[src/inc/fpms_defs.svh]
// constants of the fault protection and mode sequencer
// assumes inclusion by bare name from the package and the top module
`ifndef FPMS_DEFS_SVH
`define FPMS_DEFS_SVH
// apb register byte offsets
`define FPMS_OFS_CTRL    8'h00
`define FPMS_OFS_FLAGS   8'h04
`define FPMS_OFS_MASK    8'h08
`define FPMS_OFS_STATUS  8'h0C
// flag, mask and status bit positions
`define FPMS_B_SC        0
`define FPMS_B_SD        1
`define FPMS_B_WARN      2
`define FPMS_B_ILIM      3
`define FPMS_B_RST       4
`define FPMS_B_PG        5
`define FPMS_B_SUMMARY   7
`define FPMS_B_RAILON    0
`define FPMS_B_STATE_LO  5
`define FPMS_B_STATE_HI  9
// control bit positions
`define FPMS_B_RAIL_EN   0
`define FPMS_B_PIN_CTRL  1
`define FPMS_B_PIN_SEL   2
`define FPMS_B_DISCH     3
// reset values
`define FPMS_CTRL_RST    4'h8
`define FPMS_MASK_RST    6'h00
`define FPMS_FLAGS_RST   6'h00
// synchroniser lanes
`define FPMS_N_IN        9
`define FPMS_I_SUPPLY    0
`define FPMS_I_EXT_RESET_N      1
`define FPMS_I_ENA       2
`define FPMS_I_ENB       3
`define FPMS_I_WARN      4
`define FPMS_I_SD        5
`define FPMS_I_ILIM      6
`define FPMS_I_PG        7
`define FPMS_I_FB        8
// timing
`define FPMS_CLK_NS      5
`define FPMS_EN_NS       3000
`define FPMS_DB_NS       20000
`define FPMS_LONG_NS     1000000
`define FPMS_EN_CYC      ((`FPMS_EN_NS + `FPMS_CLK_NS - 1) / `FPMS_CLK_NS)
`define FPMS_DB_CYC      ((`FPMS_DB_NS + `FPMS_CLK_NS - 1) / `FPMS_CLK_NS)
`define FPMS_LONG_CYC    ((`FPMS_LONG_NS + `FPMS_CLK_NS - 1) / `FPMS_CLK_NS)
`endif

[src/inc/fpms_pkg.sv]
// types of the fault protection and mode sequencer
// assumes fpms_defs.svh on the include path
`include "fpms_defs.svh"
package fpms_pkg;
   typedef enum logic [4:0] {
      ST_OFF  = 5'h01,
      ST_BIAS = 5'h02,
      ST_FUSE = 5'h04,
      ST_STBY = 5'h08,
      ST_REG  = 5'h10
   } fpms_state_t;

   typedef struct packed {
      logic disch_en;
      logic pin_sel;
      logic pin_ctrl;
      logic rail_en;
   } fpms_ctrl_t;

   typedef struct packed {
      logic pg;
      logic rst;
      logic ilim;
      logic warn;
      logic sd;
      logic sc;
   } fpms_flags_t;
endpackage : fpms_pkg

[src/hdl/fpms_top.sv]
// fault protection and operating mode sequencer for one rail, apb slave
// assumes comparator levels arrive asynchronous and the host keeps apb rules
//
// Contract
// - rail off if feedback still low at the end of the start window
// - in regulation, feedback low continuously for the long window trips the rail
// - a trip sets short flag and summary, clears rail-on, pulls irq low
// - short flag clears only by host writing one to it (here the defaults load after off also clears it)
// - after short flag clears, start again while enable is still requested
// - filtered thermal shutdown: rail off, flag set, irq low, go standby
// - write one clears thermal flag and irq, not while condition lasts
// - live thermal shutdown status readable apart from the flag
// - no rail enable while thermal condition or thermal flag present
// - supply lockout: rail off at once, discharge on, enter off
// - supply good and reset pin high: sequence up to standby
// - after off, registers default and reset flag set, irq if unmasked
// - filters count clock samples, window exact to one clock
// - enable pins only synchronised and sampled, 3 us delay both edges
// - warning, shutdown, limit, power good need 20 us; overload 1 ms
// - reset pin low holds off with bias and reference down
// - before standby: bias up rail off, then load defaults rail off
// - standby: rail off, registers open, enable request accepted
// - regulating while conditions hold and rail enabled, registers open
//
// Implementation choices: the address map and the APB slave port.
`timescale 1ns/100ps
`include "fpms_defs.svh"
module fpms_top #(
   parameter int unsigned LONG_CYC = `FPMS_LONG_CYC
) (
   input  wire logic        CORE_CLK,
   input  wire logic        RESET,
   input  wire logic        PSEL,
   input  wire logic        PENABLE,
   input  wire logic        PWRITE,
   input  wire logic [7:0]  PADDR,
   input  wire logic [31:0] PWDATA,
   output logic      [31:0] PRDATA,
   output logic             PREADY,
   output logic             PSLVERR,
   input  wire logic        ANALOG_SUPPLY_OK,
   input  wire logic        EXT_RESET_N,
   input  wire logic        ENABLE_PIN_A,
   input  wire logic        ENABLE_PIN_B,
   input  wire logic        THERMAL_WARNING,
   input  wire logic        THERMAL_SHUTDOWN,
   input  wire logic        CURRENT_LIMIT_SIGNAL,
   input  wire logic        POWER_GOOD,
   input  wire logic        FEEDBACK_RAIL0_LOW,
   output logic             RAIL_ENABLE,
   output logic             DISCHARGE_EN,
   output logic             BIAS_EN,
   output logic             OTP_LOAD,
   output logic             IRQ_OUT_N
);
   ////////////////////////////////////////////////////////////////////
   fpms_pkg::fpms_state_t   state;
   fpms_pkg::fpms_state_t   next_state;
   fpms_pkg::fpms_ctrl_t    ctrl;
   fpms_pkg::fpms_flags_t   flags;
   fpms_pkg::fpms_flags_t   mask;
   fpms_pkg::fpms_flags_t   clr;
   logic [`FPMS_N_IN-1:0]   sync1;
   logic [`FPMS_N_IN-1:0]   syncd;
   logic [3:0]              filt;
   logic                    en_a;
   logic                    en_b;
   logic [9:0]              en_cnt;
   logic                    fb_filt;
   logic [31:0]             fb_cnt;
   logic [31:0]             start_cnt;
   logic                    start_done;
   logic                    trip;
   logic                    sd_block;
   logic                    rail_req;
   logic                    wr;
   logic                    rd_setup;
   logic                    irq_any;

   function automatic logic mapped(input logic [7:0] a);
      mapped = (a == `FPMS_OFS_CTRL) || (a == `FPMS_OFS_FLAGS) ||
               (a == `FPMS_OFS_MASK) || (a == `FPMS_OFS_STATUS);
   endfunction : mapped

   ////////////////////////////////////////////////////////////////////
   // two flops per pin; only the second is read
   always_ff @(posedge CORE_CLK or posedge RESET) begin
      if (RESET) begin
         sync1 <= '0;
         syncd <= '0;
      end else begin
         sync1 <= {FEEDBACK_RAIL0_LOW, POWER_GOOD, CURRENT_LIMIT_SIGNAL, THERMAL_SHUTDOWN,
                   THERMAL_WARNING, ENABLE_PIN_B, ENABLE_PIN_A, EXT_RESET_N, ANALOG_SUPPLY_OK};
         syncd <= sync1;
      end
   end

   // enable pins sampled on a fixed tick: delay without glitch rejection
   always_ff @(posedge CORE_CLK or posedge RESET) begin
      if (RESET) begin
         en_cnt <= '0;
         en_a   <= 1'b0;
         en_b   <= 1'b0;
      end else if (en_cnt == 10'(`FPMS_EN_CYC - 1)) begin
         en_cnt <= '0;
         en_a   <= syncd[`FPMS_I_ENA];
         en_b   <= syncd[`FPMS_I_ENB];
      end else begin
         en_cnt <= en_cnt + 10'h001;
      end
   end

   // symmetric debounce: output follows once the input held for the window
   for (genvar g = 0; g < 4; g++) begin : g_db
      logic [11:0] cnt;
      always_ff @(posedge CORE_CLK or posedge RESET) begin
         if (RESET) begin
            cnt     <= '0;
            filt[g] <= 1'b0;
         end else if (syncd[`FPMS_I_WARN + g] == filt[g]) begin
            cnt <= '0;
         end else if (cnt == 12'(`FPMS_DB_CYC - 1)) begin
            cnt     <= '0;
            filt[g] <= syncd[`FPMS_I_WARN + g];
         end else begin
            cnt <= cnt + 12'h001;
         end
      end
   end

   // long window kept as a parameter so a bench can shorten it
   always_ff @(posedge CORE_CLK or posedge RESET) begin
      if (RESET) begin
         fb_cnt  <= '0;
         fb_filt <= 1'b0;
      end else if (!start_done) begin
         // armed only after the start window, else a rail off in standby reads as overload
         fb_cnt  <= '0;
         fb_filt <= 1'b0;
      end else if (syncd[`FPMS_I_FB] == fb_filt) begin
         fb_cnt <= '0;
      end else if (fb_cnt == LONG_CYC - 1) begin
         fb_cnt  <= '0;
         fb_filt <= syncd[`FPMS_I_FB];
      end else begin
         fb_cnt <= fb_cnt + 32'h0000_0001;
      end
   end

   ////////////////////////////////////////////////////////////////////
   // start window measured from rail enable
   always_ff @(posedge CORE_CLK or posedge RESET) begin
      if (RESET) begin
         start_cnt  <= '0;
         start_done <= 1'b0;
      end else if (state != fpms_pkg::ST_REG) begin
         start_cnt  <= '0;
         start_done <= 1'b0;
      end else if (!start_done) begin
         start_cnt  <= start_cnt + 32'h0000_0001;
         start_done <= (start_cnt == LONG_CYC - 1);
      end
   end

   always_comb begin
      trip = 1'b0;
      if (state == fpms_pkg::ST_REG) begin
         if (!start_done && start_cnt == LONG_CYC - 1 && syncd[`FPMS_I_FB]) begin
            trip = 1'b1;
         end else if (start_done && fb_filt) begin
            trip = 1'b1;
         end
      end
   end

   assign sd_block = filt[`FPMS_I_SD - `FPMS_I_WARN] | flags.sd;
   assign rail_req = ctrl.rail_en | (ctrl.pin_ctrl & (ctrl.pin_sel ? en_b : en_a));

   ////////////////////////////////////////////////////////////////////
   always_comb begin
      next_state = state;
      unique case (state)
         fpms_pkg::ST_OFF:  next_state = fpms_pkg::ST_BIAS;
         fpms_pkg::ST_BIAS: next_state = fpms_pkg::ST_FUSE;
         fpms_pkg::ST_FUSE: next_state = fpms_pkg::ST_STBY;
         fpms_pkg::ST_STBY: begin
            if (rail_req && !flags.sc && !sd_block) begin
               next_state = fpms_pkg::ST_REG;
            end
         end
         fpms_pkg::ST_REG: begin
            if (trip || sd_block || !rail_req) begin
               next_state = fpms_pkg::ST_STBY;
            end
         end
         default: next_state = fpms_pkg::ST_OFF;
      endcase
      // lockout and reset pin bypass every filter
      if (!syncd[`FPMS_I_SUPPLY] || !syncd[`FPMS_I_EXT_RESET_N]) begin
         next_state = fpms_pkg::ST_OFF;
      end
   end

   always_ff @(posedge CORE_CLK or posedge RESET) begin
      if (RESET) begin
         state        <= fpms_pkg::ST_OFF;
         RAIL_ENABLE  <= 1'b0;
         DISCHARGE_EN <= 1'b1;
         BIAS_EN      <= 1'b0;
         OTP_LOAD     <= 1'b0;
      end else begin
         state        <= next_state;
         RAIL_ENABLE  <= (next_state == fpms_pkg::ST_REG);
         DISCHARGE_EN <= (next_state == fpms_pkg::ST_OFF) | ((next_state != fpms_pkg::ST_REG) & ctrl.disch_en);
         BIAS_EN      <= (next_state != fpms_pkg::ST_OFF);
         OTP_LOAD     <= (next_state == fpms_pkg::ST_FUSE);
      end
   end

   ////////////////////////////////////////////////////////////////////
   assign wr       = PSEL & PENABLE & PWRITE & mapped(PADDR);
   assign rd_setup = PSEL & ~PENABLE & ~PWRITE;
   assign PREADY   = 1'b1;
   assign PSLVERR  = PSEL & PENABLE & ~mapped(PADDR);
   assign clr      = (wr && PADDR == `FPMS_OFS_FLAGS) ? fpms_pkg::fpms_flags_t'(PWDATA[5:0]) : '0;

   // defaults reloaded while loading fuses
   always_ff @(posedge CORE_CLK or posedge RESET) begin
      if (RESET) begin
         ctrl <= fpms_pkg::fpms_ctrl_t'(`FPMS_CTRL_RST);
         mask <= fpms_pkg::fpms_flags_t'(`FPMS_MASK_RST);
      end else if (state == fpms_pkg::ST_FUSE) begin
         ctrl <= fpms_pkg::fpms_ctrl_t'(`FPMS_CTRL_RST);
         mask <= fpms_pkg::fpms_flags_t'(`FPMS_MASK_RST);
      end else if (wr && PADDR == `FPMS_OFS_CTRL) begin
         ctrl <= fpms_pkg::fpms_ctrl_t'(PWDATA[3:0]);
      end else if (wr && PADDR == `FPMS_OFS_MASK) begin
         mask <= fpms_pkg::fpms_flags_t'(PWDATA[5:0]);
      end
   end

   // set beats clear; live conditions keep their flag
   always_ff @(posedge CORE_CLK or posedge RESET) begin
      if (RESET) begin
         flags <= fpms_pkg::fpms_flags_t'(`FPMS_FLAGS_RST);
      end else if (state == fpms_pkg::ST_FUSE) begin
         flags     <= fpms_pkg::fpms_flags_t'(`FPMS_FLAGS_RST);
         flags.rst <= 1'b1;
      end else if (state != fpms_pkg::ST_OFF) begin
         flags.sc   <= trip | (flags.sc & ~clr.sc);
         flags.sd   <= filt[`FPMS_I_SD - `FPMS_I_WARN] | (flags.sd & ~clr.sd);
         flags.warn <= filt[`FPMS_I_WARN - `FPMS_I_WARN] | (flags.warn & ~clr.warn);
         flags.ilim <= filt[`FPMS_I_ILIM - `FPMS_I_WARN] | (flags.ilim & ~clr.ilim);
         flags.pg   <= filt[`FPMS_I_PG - `FPMS_I_WARN] | (flags.pg & ~clr.pg);
         flags.rst  <= flags.rst & ~clr.rst;
      end
   end

   // short and thermal shutdown cannot be masked
   assign irq_any = flags.sc | flags.sd | |(flags & ~mask & 6'h3C);

   always_ff @(posedge CORE_CLK or posedge RESET) begin
      if (RESET) begin
         IRQ_OUT_N <= 1'b1;
      end else begin
         IRQ_OUT_N <= ~irq_any;
      end
   end

   // read data caught in the setup cycle, shown in the access cycle
   always_ff @(posedge CORE_CLK or posedge RESET) begin
      if (RESET) begin
         PRDATA <= '0;
      end else if (rd_setup) begin
         PRDATA <= '0;
         unique case (PADDR)
            `FPMS_OFS_CTRL:  PRDATA[3:0] <= ctrl;
            `FPMS_OFS_MASK:  PRDATA[5:0] <= mask;
            `FPMS_OFS_FLAGS: begin
               PRDATA[5:0]             <= flags;
               PRDATA[`FPMS_B_SUMMARY] <= flags.sc | flags.ilim | flags.pg;
            end
            `FPMS_OFS_STATUS: begin
               PRDATA[`FPMS_B_RAILON]                   <= (state == fpms_pkg::ST_REG);
               PRDATA[`FPMS_B_SD]                       <= filt[`FPMS_I_SD - `FPMS_I_WARN];
               PRDATA[`FPMS_B_WARN]                     <= filt[`FPMS_I_WARN - `FPMS_I_WARN];
               PRDATA[`FPMS_B_ILIM]                     <= filt[`FPMS_I_ILIM - `FPMS_I_WARN];
               PRDATA[`FPMS_B_PG]                       <= filt[`FPMS_I_PG - `FPMS_I_WARN];
               PRDATA[`FPMS_B_STATE_HI:`FPMS_B_STATE_LO] <= state;
            end
            default: PRDATA <= '0;
         endcase
      end
   end

   ////////////////////////////////////////////////////////////////////
   a_trip_sets_flag: assert property (@(posedge CORE_CLK) disable iff (RESET)
      trip && syncd[`FPMS_I_SUPPLY] && syncd[`FPMS_I_EXT_RESET_N] |=> flags.sc ##1 !IRQ_OUT_N)
      else $error("trip did not set short flag and irq");
   a_trip_rail_off: assert property (@(posedge CORE_CLK) disable iff (RESET)
      trip |=> !RAIL_ENABLE && state != fpms_pkg::ST_REG)
      else $error("rail stayed on after trip");
   a_sc_sticky: assert property (@(posedge CORE_CLK) disable iff (RESET)
      flags.sc && !clr.sc && state != fpms_pkg::ST_FUSE |=> flags.sc)
      else $error("short flag cleared without write");
   a_sd_hold: assert property (@(posedge CORE_CLK) disable iff (RESET)
      filt[`FPMS_I_SD - `FPMS_I_WARN] && state != fpms_pkg::ST_OFF && state != fpms_pkg::ST_FUSE |=> flags.sd)
      else $error("thermal flag clear while condition present");
   a_sd_block: assert property (@(posedge CORE_CLK) disable iff (RESET)
      state != fpms_pkg::ST_REG && sd_block |=> state != fpms_pkg::ST_REG)
      else $error("rail enabled under thermal block");
   a_uvlo_off: assert property (@(posedge CORE_CLK) disable iff (RESET)
      !syncd[`FPMS_I_SUPPLY] |=> state == fpms_pkg::ST_OFF && !RAIL_ENABLE && DISCHARGE_EN)
      else $error("lockout did not force off");
   a_up_sequence: assert property (@(posedge CORE_CLK) disable iff (RESET)
      state == fpms_pkg::ST_OFF && syncd[`FPMS_I_SUPPLY] && syncd[`FPMS_I_EXT_RESET_N] &&
      $past(syncd[`FPMS_I_SUPPLY]) |=> (state == fpms_pkg::ST_BIAS) or !syncd[`FPMS_I_EXT_RESET_N] or !syncd[`FPMS_I_SUPPLY])
      else $error("no bias step after off");
   a_reset_flag: assert property (@(posedge CORE_CLK) disable iff (RESET)
      state == fpms_pkg::ST_FUSE |=> flags.rst && ctrl == fpms_pkg::fpms_ctrl_t'(`FPMS_CTRL_RST))
      else $error("reset flag not raised after off");
   a_off_hold: assert property (@(posedge CORE_CLK) disable iff (RESET)
      !syncd[`FPMS_I_EXT_RESET_N] |=> state == fpms_pkg::ST_OFF ##0 !BIAS_EN)
      else $error("reset pin low did not hold off");
   a_irq_release: assert property (@(posedge CORE_CLK) disable iff (RESET)
      !irq_any |=> IRQ_OUT_N)
      else $error("irq held with no unmasked flag");
   a_irq_raise: assert property (@(posedge CORE_CLK) disable iff (RESET)
      irq_any |=> !IRQ_OUT_N)
      else $error("irq not pulled low with unmasked flag");
   a_overload_trip: assert property (@(posedge CORE_CLK) disable iff (RESET)
      state == fpms_pkg::ST_REG && start_done && fb_filt |=> !RAIL_ENABLE)
      else $error("rail stayed on under overload");
   a_retry_start: assert property (@(posedge CORE_CLK) disable iff (RESET)
      state == fpms_pkg::ST_STBY && rail_req && !flags.sc && !sd_block && syncd[`FPMS_I_SUPPLY] &&
      syncd[`FPMS_I_EXT_RESET_N] |=> state == fpms_pkg::ST_REG)
      else $error("no start while enable requested");
   a_sd_standby: assert property (@(posedge CORE_CLK) disable iff (RESET)
      state == fpms_pkg::ST_REG && filt[`FPMS_I_SD - `FPMS_I_WARN] && syncd[`FPMS_I_SUPPLY] &&
      syncd[`FPMS_I_EXT_RESET_N] |=> state == fpms_pkg::ST_STBY && !RAIL_ENABLE)
      else $error("thermal shutdown did not go standby");
   a_rail_only_reg: assert property (@(posedge CORE_CLK) disable iff (RESET)
      state != fpms_pkg::ST_REG |-> !RAIL_ENABLE)
      else $error("rail on outside regulation");
   a_fuse_bias: assert property (@(posedge CORE_CLK) disable iff (RESET)
      OTP_LOAD |-> BIAS_EN && !RAIL_ENABLE)
      else $error("defaults load without bias or with rail on");
endmodule : fpms_top

[config.mk]
export PLATFORM = sky130hd
export DESIGN_NAME = fpms_top
export DESIGN_NICKNAME = d
export VERILOG_FILES = /design/src/inc/fpms_pkg.sv /design/src/hdl/fpms_top.sv
export VERILOG_INCLUDE_DIRS = /design/src /design/src/inc
export SDC_FILE = /design/constraint.sdc
export NUM_CORES = 1
export LEC_CHECK = 0
export BUFFER_PORTS_ARGS = -buffer_cell sky130_fd_sc_hd__buf_2
export CAP_MARGIN = 20
export CORE_ASPECT_RATIO = 0.75
export CORE_MARGIN = 5
export CORE_UTILIZATION = 42
export CTS_CLUSTER_DIAMETER = 150
export DETAILED_ROUTE_END_ITERATION = 6
export SYNTH_ARGS = -nofsm -noshare
export SYNTH_HDL_FRONTEND = slang
export SYNTH_SLANG_ARGS = --single-unit
[constraint.sdc]
create_clock -name CORE_CLK -period 5.55 [get_ports CORE_CLK]
set_input_delay 0 -clock CORE_CLK [delete_from_list [all_inputs] [get_ports CORE_CLK]]
set_output_delay 0 -clock CORE_CLK [all_outputs]
set_load 0.01 [all_outputs]
==> reports/qor.yml, run 1 <==
status: "finished clean"
arrival_ps: 2660
start_util_pct: 42.9
finalSetupTns_ps: 0
finalSetupViolCount: 0
cap_violations: 0
fmax_ghz: 0.435
crit_chain: "nand4_2 -> or4_1 -> or2_0 -> or4_1 -> a21oi_1"
whs_ps: 13.6
maxSlewViolCount: 0
worst-path-stages: 5
final_cells: 1221
p_per_area_mw_per_mm2: 278
htreeDepth: 4
post-route-period-util_pct: 41.4
critPathMaxFanout: 7
max_stage_delay_ps: 640
die_h_um: 135
final_nets: 987
grt-ovfl-total: 0
cp_top_family: "simple AND/OR/NAND/NOR gates"
path_clk_slew_ps: 70
vias: 6066
cp-start-kind: "register"
finalHoldViolations: 0
ant_nets: 0
syn_area_per_cell_um2: 10.1
ys_seq_area_share_pct: 52.8
wl_per_cell_um: 14.2
async_reset_ff_share_pct: 100
cts_tree: "built"
syn2layout_area_growth_pct: 13.8
cts_setup_buffers: 0
ys_ff_latch: 184
wl_met3_um: 697
required_ps: 5910
grt_first_pass_wirelength_mm: 29.3
antenna_found_initial: 0
drt-met1-wl_mm: 9.35
gp_congestion: 0.777
yosysUniqueCellTypes: 60
drt_iter0_markers: 458
max-vdd-ir-drop_uv: 198
highest_layer: "met4"
p_leak_nw: 4.23
dpl.cell_count: 1172
cts_root_buf: "clkbuf_16"
grt_pass1_vias: 5735
cts_hold_buf: 17
grt_setup_unrepaired: "false"
min_path_cells: 4
route.met2.wl_mm: 7.06
yosys_most_used_dff: "dfrtp_1"
fill_cells: 1869
routed_wl_mm: 17.3
vias_per_cell: 4.97
n_antenna_cell: 0
finalClockSkew_ps: 8.92
cts.sinks: 184
ios: 93
row_count: 45
synth_edf_count: 0
synthesis.area_mm2: 0.00873
clock_latency_ps: 440
grt_max_degree: 132
synthCells: 868
final_common_cell: "dfrtp_1"
coreArea_mm2: 0.0203
min_path_type: "in -> reg"
r2r_cells: 5
cp-end-kind: "register"
first_pass_iters: 5
worstSetupPathType: "reg -> reg"
crit_buf_inv: 0
numCtsBuffers: 17
io_buffers: 43
layout-drive-gt1-share_pct: 11.5
fp.dieW_um: 176
yosysWarnings: 0
dpl.hpwl_mm: 11.7
cp_common_cell: "or4_1"
drc: 0
cts_buffer_depth: 2
grt_use_total_pct: 15.2
cts.repair.resized: 0
cp_slowest_cell: "or4_1"
tightest_slew_ps: 979
slew_headroom_pct: 34.5
finalPower_w: 0.00276
period_needed_ps: 2300
die_area_mm2: 0.0238
layout_common_cells: "180 x dfrtp_1, 155 x nor2_1, 59 x nand2_1, 58 x xor2_1, 57 x nand3_1"
[worst min-delay path: stages]
cell	delay (ps)
buf_2	70
nor2_1	40
nand3_1	180
o31ai_1	110
[through the flow]
stage | utilization (%) | setup WS [ps] | cell area, um2
2_1_floorplan | - | 556 | 8810
3_3_place_gp | 45.0 | 3290 | 9150
3_5_place_dp | 45.0 | 3270 | 9150
4_1_cts | 48.9 | 3250 | 9930
5_1_grt | 48.9 | 3120 | 9930
6_report | 48.9 | 3250 | 9930
[synth_stat cells (2+ instances only)]
cell,count,area [um2]
clkbuf_1,20,75.1
conb_1,2,7.51
nand2_1,59,221
dfstp_2,4,105
nor4bb_1,2,20.0
and2_1,3,18.8
xnor2_1,45,394
nand4_1,31,194
nor3_1,21,105
o21ai_0,20,100
a21oi_1,10,50.1
and3_1,18,113
or4_1,3,22.5
nand3b_1,2,15.0
and4_1,8,70.1
ha_1,7,87.6
buf_4,23,173
nor4_2,2,25.0
nand2b_1,2,12.5
xor2_1,58,508
mux4_2,4,90.1
nor3b_1,3,22.5
a32o_1,5,50.1
dfrtp_1,180,4500
mux2i_1,13,130
o21a_1,4,30.0
a22o_1,7,61.3
and3b_1,2,17.5
nor2b_1,6,37.5
nor4_1,22,138
o211ai_1,3,22.5
mux2_2,8,90.1
nor2_1,155,582
nand3_1,57,285
inv_1,27,101
buf_1,2,7.51
or2_2,5,31.3
nor4b_1,3,26.3
[sequential cells by signal, indices dropped and copies added (netlist names)]
register      cells
DISCHARGE_EN      1
OTP_LOAD          1
ctrl              4
filt              4
PRDATA           10
g_db.cnt         48
flags             6
en_b              1
BIAS_EN           1
start_cnt        32
state             5
RAIL_ENABLE       1
fb_cnt           32
en_cnt           10
IRQ_OUT_N         1
fb_filt           1
sync1             9
en_a              1
mask              6
syncd             9
start_done        1
[layer usage]
layer  GRT usage (%)  vias up
met5               0        -
met2            20.5      111
met4            3.99        0
met3            3.30       15
met1            24.3     2885
li1                -     3055
[logic make-up after synthesis]
kind of cell | Yosys count | share of synthesized area [%]
DFF | 184 | 52.8
and+or+nand+nor | 413 | 23.3
buffers and inverters | 74 | 4.27
muxes | 25 | 3.55
AOI/OAI and AO/OA | 60 | 4.62
adders and majority gates | 7 | 1.00
other | 2 | 0.0860
xor gates and xnor gates | 103 | 10.3
[power breakdown]
| part | internal, W | total, W | switching, W |
|---|---|---|---|
| clock | 0.000718 | 0.00127 | 0.000556 |
| sequential | 0.00136 | 0.00138 | 0.0000168 |
| combinational | 0.0000372 | 0.000107 | 0.0000695 |
[path summary, 6_finish.rpt]
kind,from,slack [ps],end
min in group asynchronous,RESET,290,g_db[0].cnt[1]$_DFF_PP0_
worst min register to register,sync1[6]$_DFF_PP0_,350,syncd[6]$_DFF_PP0_
worst max-delay path,fb_cnt[6]$_DFF_PP0_,3250,fb_cnt[28]$_DFF_PP0_
max in group asynchronous,RESET,4020,start_cnt[17]$_DFFE_PP0P_
worst max register to register,fb_cnt[6]$_DFF_PP0_,3250,fb_cnt[28]$_DFF_PP0_
worst min-delay path,PADDR[1],10,PRDATA[4]$_DFFE_PP0P_
[cell type report]
class                           count  area [um2]  area share (%)
Clock inverter                     15         189            1.90
Timing Repair Buffer               65         423            4.26
Sequential cell                   184        4610            46.4
Multi-Input combinational cell    631        3830            38.5
Inverter                           27         109            1.10
Tap cell                          282         353            3.55
Clock buffer                       17         425            4.28
No activity file was read; power rests on OpenSTA's default activity.
==> inputs of run 2 (changes only) <==
ABC_AREA = 1   (was unset)
clock period = 2.3 ns   (was 5.55 ns; I/O delays follow)
==> run 2 against run 1 <==
Flip-flop and latch count unchanged. Clock power up 140%. Non-clock buffer count up 5. Core utilization down 0.26 points. Largest cell class unchanged. Synthesized cell count up 34%. Count of clock-buffer cells in the layout up 4. Sequential power up 140%.
==> reports/qor.yml, run 2 <==
status: "finished clean"
regArea_mm2: 0.00461  # unchanged
synth_largest_area_cell: "dfrtp_1"
htreeDepth: 4  # unchanged
yosysMostFrequentCell: "nand2_1"
ys_top_cells_by_count: "217 x nand2_1, 181 x nor2_1, 180 x dfrtp_1"
critPathMaxFanout: 5  # -2
largest_registers: "g_db.cnt (48), fb_cnt (32), start_cnt (32)"
dpl.cell_count: 1498  # +28%
ios: 93  # unchanged
coreArea_mm2: 0.0221  # +8.8%
vias_per_cell: 5.01  # +0.79%
grt_use_total_pct: 17.4  # +2.2 points
cts_setup_buffers: 0  # unchanged
cap_violations: 0  # unchanged
die_h_um: 140  # +3.7%
ys_seq_area_share_pct: 48.9  # -3.9 points
finalSetupViolCount: 0  # unchanged
crit_chain: "ha_1 -> nand3_2 -> nor2_2 -> nand2_1 -> nor3_1 -> nand4_1 -> nor3b_1 -> nor2_1"
p_leak_nw: 4.82  # +14%
grt-ovfl-total: 0  # unchanged
cts_root_buf: "clkbuf_16"
fmax_ghz: 0.518  # +19%
n_antenna_cell: 0  # unchanged
cts_buffer_depth: 2  # unchanged
layout-drive-gt1-share_pct: 11.9  # +0.39 points
finalHoldViolations: 0  # unchanged
busiest_layer: "met1"
largest_reg_flops: 48  # unchanged
cts_tree: "built"
tightest_slew_ps: 557  # -422 ps
slew_headroom_pct: 62.6  # +28 points
post-route-period-util_pct: 83.9  # +43 points
dpl.hpwl_mm: 15.8  # +35%
finalClockSkew_ps: 13.9  # +4.98 ps
grt_use_met1_pct: 27.3  # +3.0 points
syn2layout_area_growth_pct: 14.0
fin_util_pct: 48.6  # -0.26 points
max-vdd-ir-drop_uv: 496  # +150%
ys_ff_latch: 184  # unchanged
drc: 0  # unchanged
dpl_worst_slack_ps: 457  # -2810 ps
numCtsBuffers: 17  # unchanged
ant_nets: 0  # unchanged
gp_congestion: 0.896  # +15%
clock_latency_ps: 440  # about the same
final_common_cell: "nand2_1"
cp-end-kind: "register"
synthesis.area_mm2: 0.00943  # +8.1%
required_ps: 2610  # -3300 ps
final_cells: 1547  # +27%
yosys_most_used_dff: "dfrtp_1"
wl_per_cell_um: 14.0  # -1.2%
met2_usage_pct: 24.2  # +3.6 points
p_per_area_mw_per_mm2: 629  # +130%
grt_max_degree: 95  # -28%
routed_wl_mm: 21.6  # +25%
start_util_pct: 42.7  # -0.29 points
max_stage_delay_ps: 400  # -240 ps
fp.dieW_um: 183  # +3.7%
fill_cells: 2159  # +16%
final_nets: 1301  # +32%
grt_pass1_vias: 7224  # +26%
vias: 7746  # +28%
maxSlewViolCount: 0  # unchanged
grt_setup_unrepaired: "false"
synth_area_leaders: "dfrtp_1 48%, nand2_1 8.6%, nor2_1 7.2%, inv_1 5.6%, nor3_1 3.0%"
min_path_type: "in -> reg"
arrival_ps: 2240  # -420 ps
period_needed_ps: 1930  # -368 ps
yosysTopAreaCellShare_pct: 47.8  # -3.8 points
async_reset_ff_share_pct: 100  # unchanged
cp_slowest_cell: "dfrtp_1"
antenna_found_initial: 0  # unchanged
regMostFlops: "g_db.cnt"
syn_area_per_cell_um2: 8.11  # -19%
setup_ws_ps: 369  # -2880 ps
cts.sinks: 184  # unchanged
first_pass_iters: 5  # unchanged
ff2ff_setup_slack_ps: 370  # -2880 ps
synthCells: 1163  # +34%
io_buffers: 43  # unchanged
finalSetupTns_ps: 0  # unchanged
layout_common_cells: "217 x nand2_1, 181 x nor2_1, 180 x dfrtp_1, 140 x inv_1, 57 x nor3_1"
drt_iter0_markers: 660  # +44%
multiInputGateArea_mm2: 0.00410  # +7.2%
grt_first_pass_wirelength_mm: 36.5  # +24%
synth_edf_count: 0  # unchanged
row_count: 47  # +4.4%
yosysUniqueCellTypes: 48  # -20%
die_area_mm2: 0.0256  # +7.5%
path_clk_slew_ps: 70  # about the same
cp-start-kind: "register"
use_met3_pct: 4.17  # +0.87 points
yosysWarnings: 0  # unchanged
worstSetupPathType: "reg -> reg"
==> run 2: critical path: cells and delay by family (launching register included) <==
kind | cells | cell delay, ps
simple gates | 7 | 1220
flops | 1 | 400
fa+ha+maj | 1 | 200
==> run 2: final timing paths <==
| kind | start | to | depth (start not counted) |
|---|---|---|---|
| worst max-delay path | start_cnt[0]$_DFFE_PP0P_ | start_cnt[24]$_DFFE_PP0P_ | 8 |
| worst min-delay path | PENABLE | PRDATA[4]$_DFFE_PP0P_ | 5 |
| worst max register to register | start_cnt[0]$_DFFE_PP0P_ | start_cnt[24]$_DFFE_PP0P_ | 8 |
| worst min register to register | sync1[1]$_DFF_PP0_ | syncd[1]$_DFF_PP0_ | 0 |
| max in group asynchronous | RESET | IRQ_OUT_N$_DFF_PP1_ | 4 |
| min in group asynchronous | RESET | syncd[2]$_DFF_PP0_ | 3 |
==> run 2: final cells by class <==
| class | instances | share of cell area (%) |
|---|---|---|
| tap | 294 | 3.42 |
| clock inverter | 11 | 1.37 |
| clock buffer | 21 | 4.28 |
| multi-input combinational | 814 | 38.1 |
| inverter | 153 | 5.38 |
| sequential | 184 | 42.9 |
| timing repair buffer | 70 | 4.52 |
==> run 2: timing repair <==
action,in CTS,in global routing
hold buffers,17,0
endpoints found under the hold margin,207,0
gates resized for setup,0,0
==> run 2: where the power goes <==
part | internal [W] | switching [W]
registers | 0.00332 | 0.0000505
logic | 0.000124 | 0.000235
clock network | 0.00177 | 0.00126
total | 0.00521 | 0.00155
==> run 2: per-stage QoR <==
step                      hold WS [ps]  instance area, um2  total power [W]
final                             25.5               10700          0.00676
after global routing              12.7               10700          0.00703
after CTS                         7.46               10700          0.00685
after detailed placement         -11.5                9970          0.00377
after global placement           -16.8                9970          0.00376
after floorplan                   31.4                9520          0.00367
==> run 2: layer usage <==
metal | vias up | routed length (um)
li1 | 3912 | -
met2 | 193 | 8780
met4 | 0 | 218
met1 | 3623 | 11300
met5 | - | 0
met3 | 18 | 1300
==> run 2: cell families (layout without fill, tap and decap cells) <==
group                      count (synthesis)  after routing  synth area share (%)
buffers and inverters                    186            255                  8.50
and+or+nand+nor                          611            611                  30.0
DFF                                      184            184                  48.9
adders and majority gates                  7              7                 0.928
other                                      2             23                0.0796
AOI/OAI and AO/OA                        137            137                  8.21
xor gates and xnor gates                  32             32                  2.97
muxes                                      4              4                 0.477
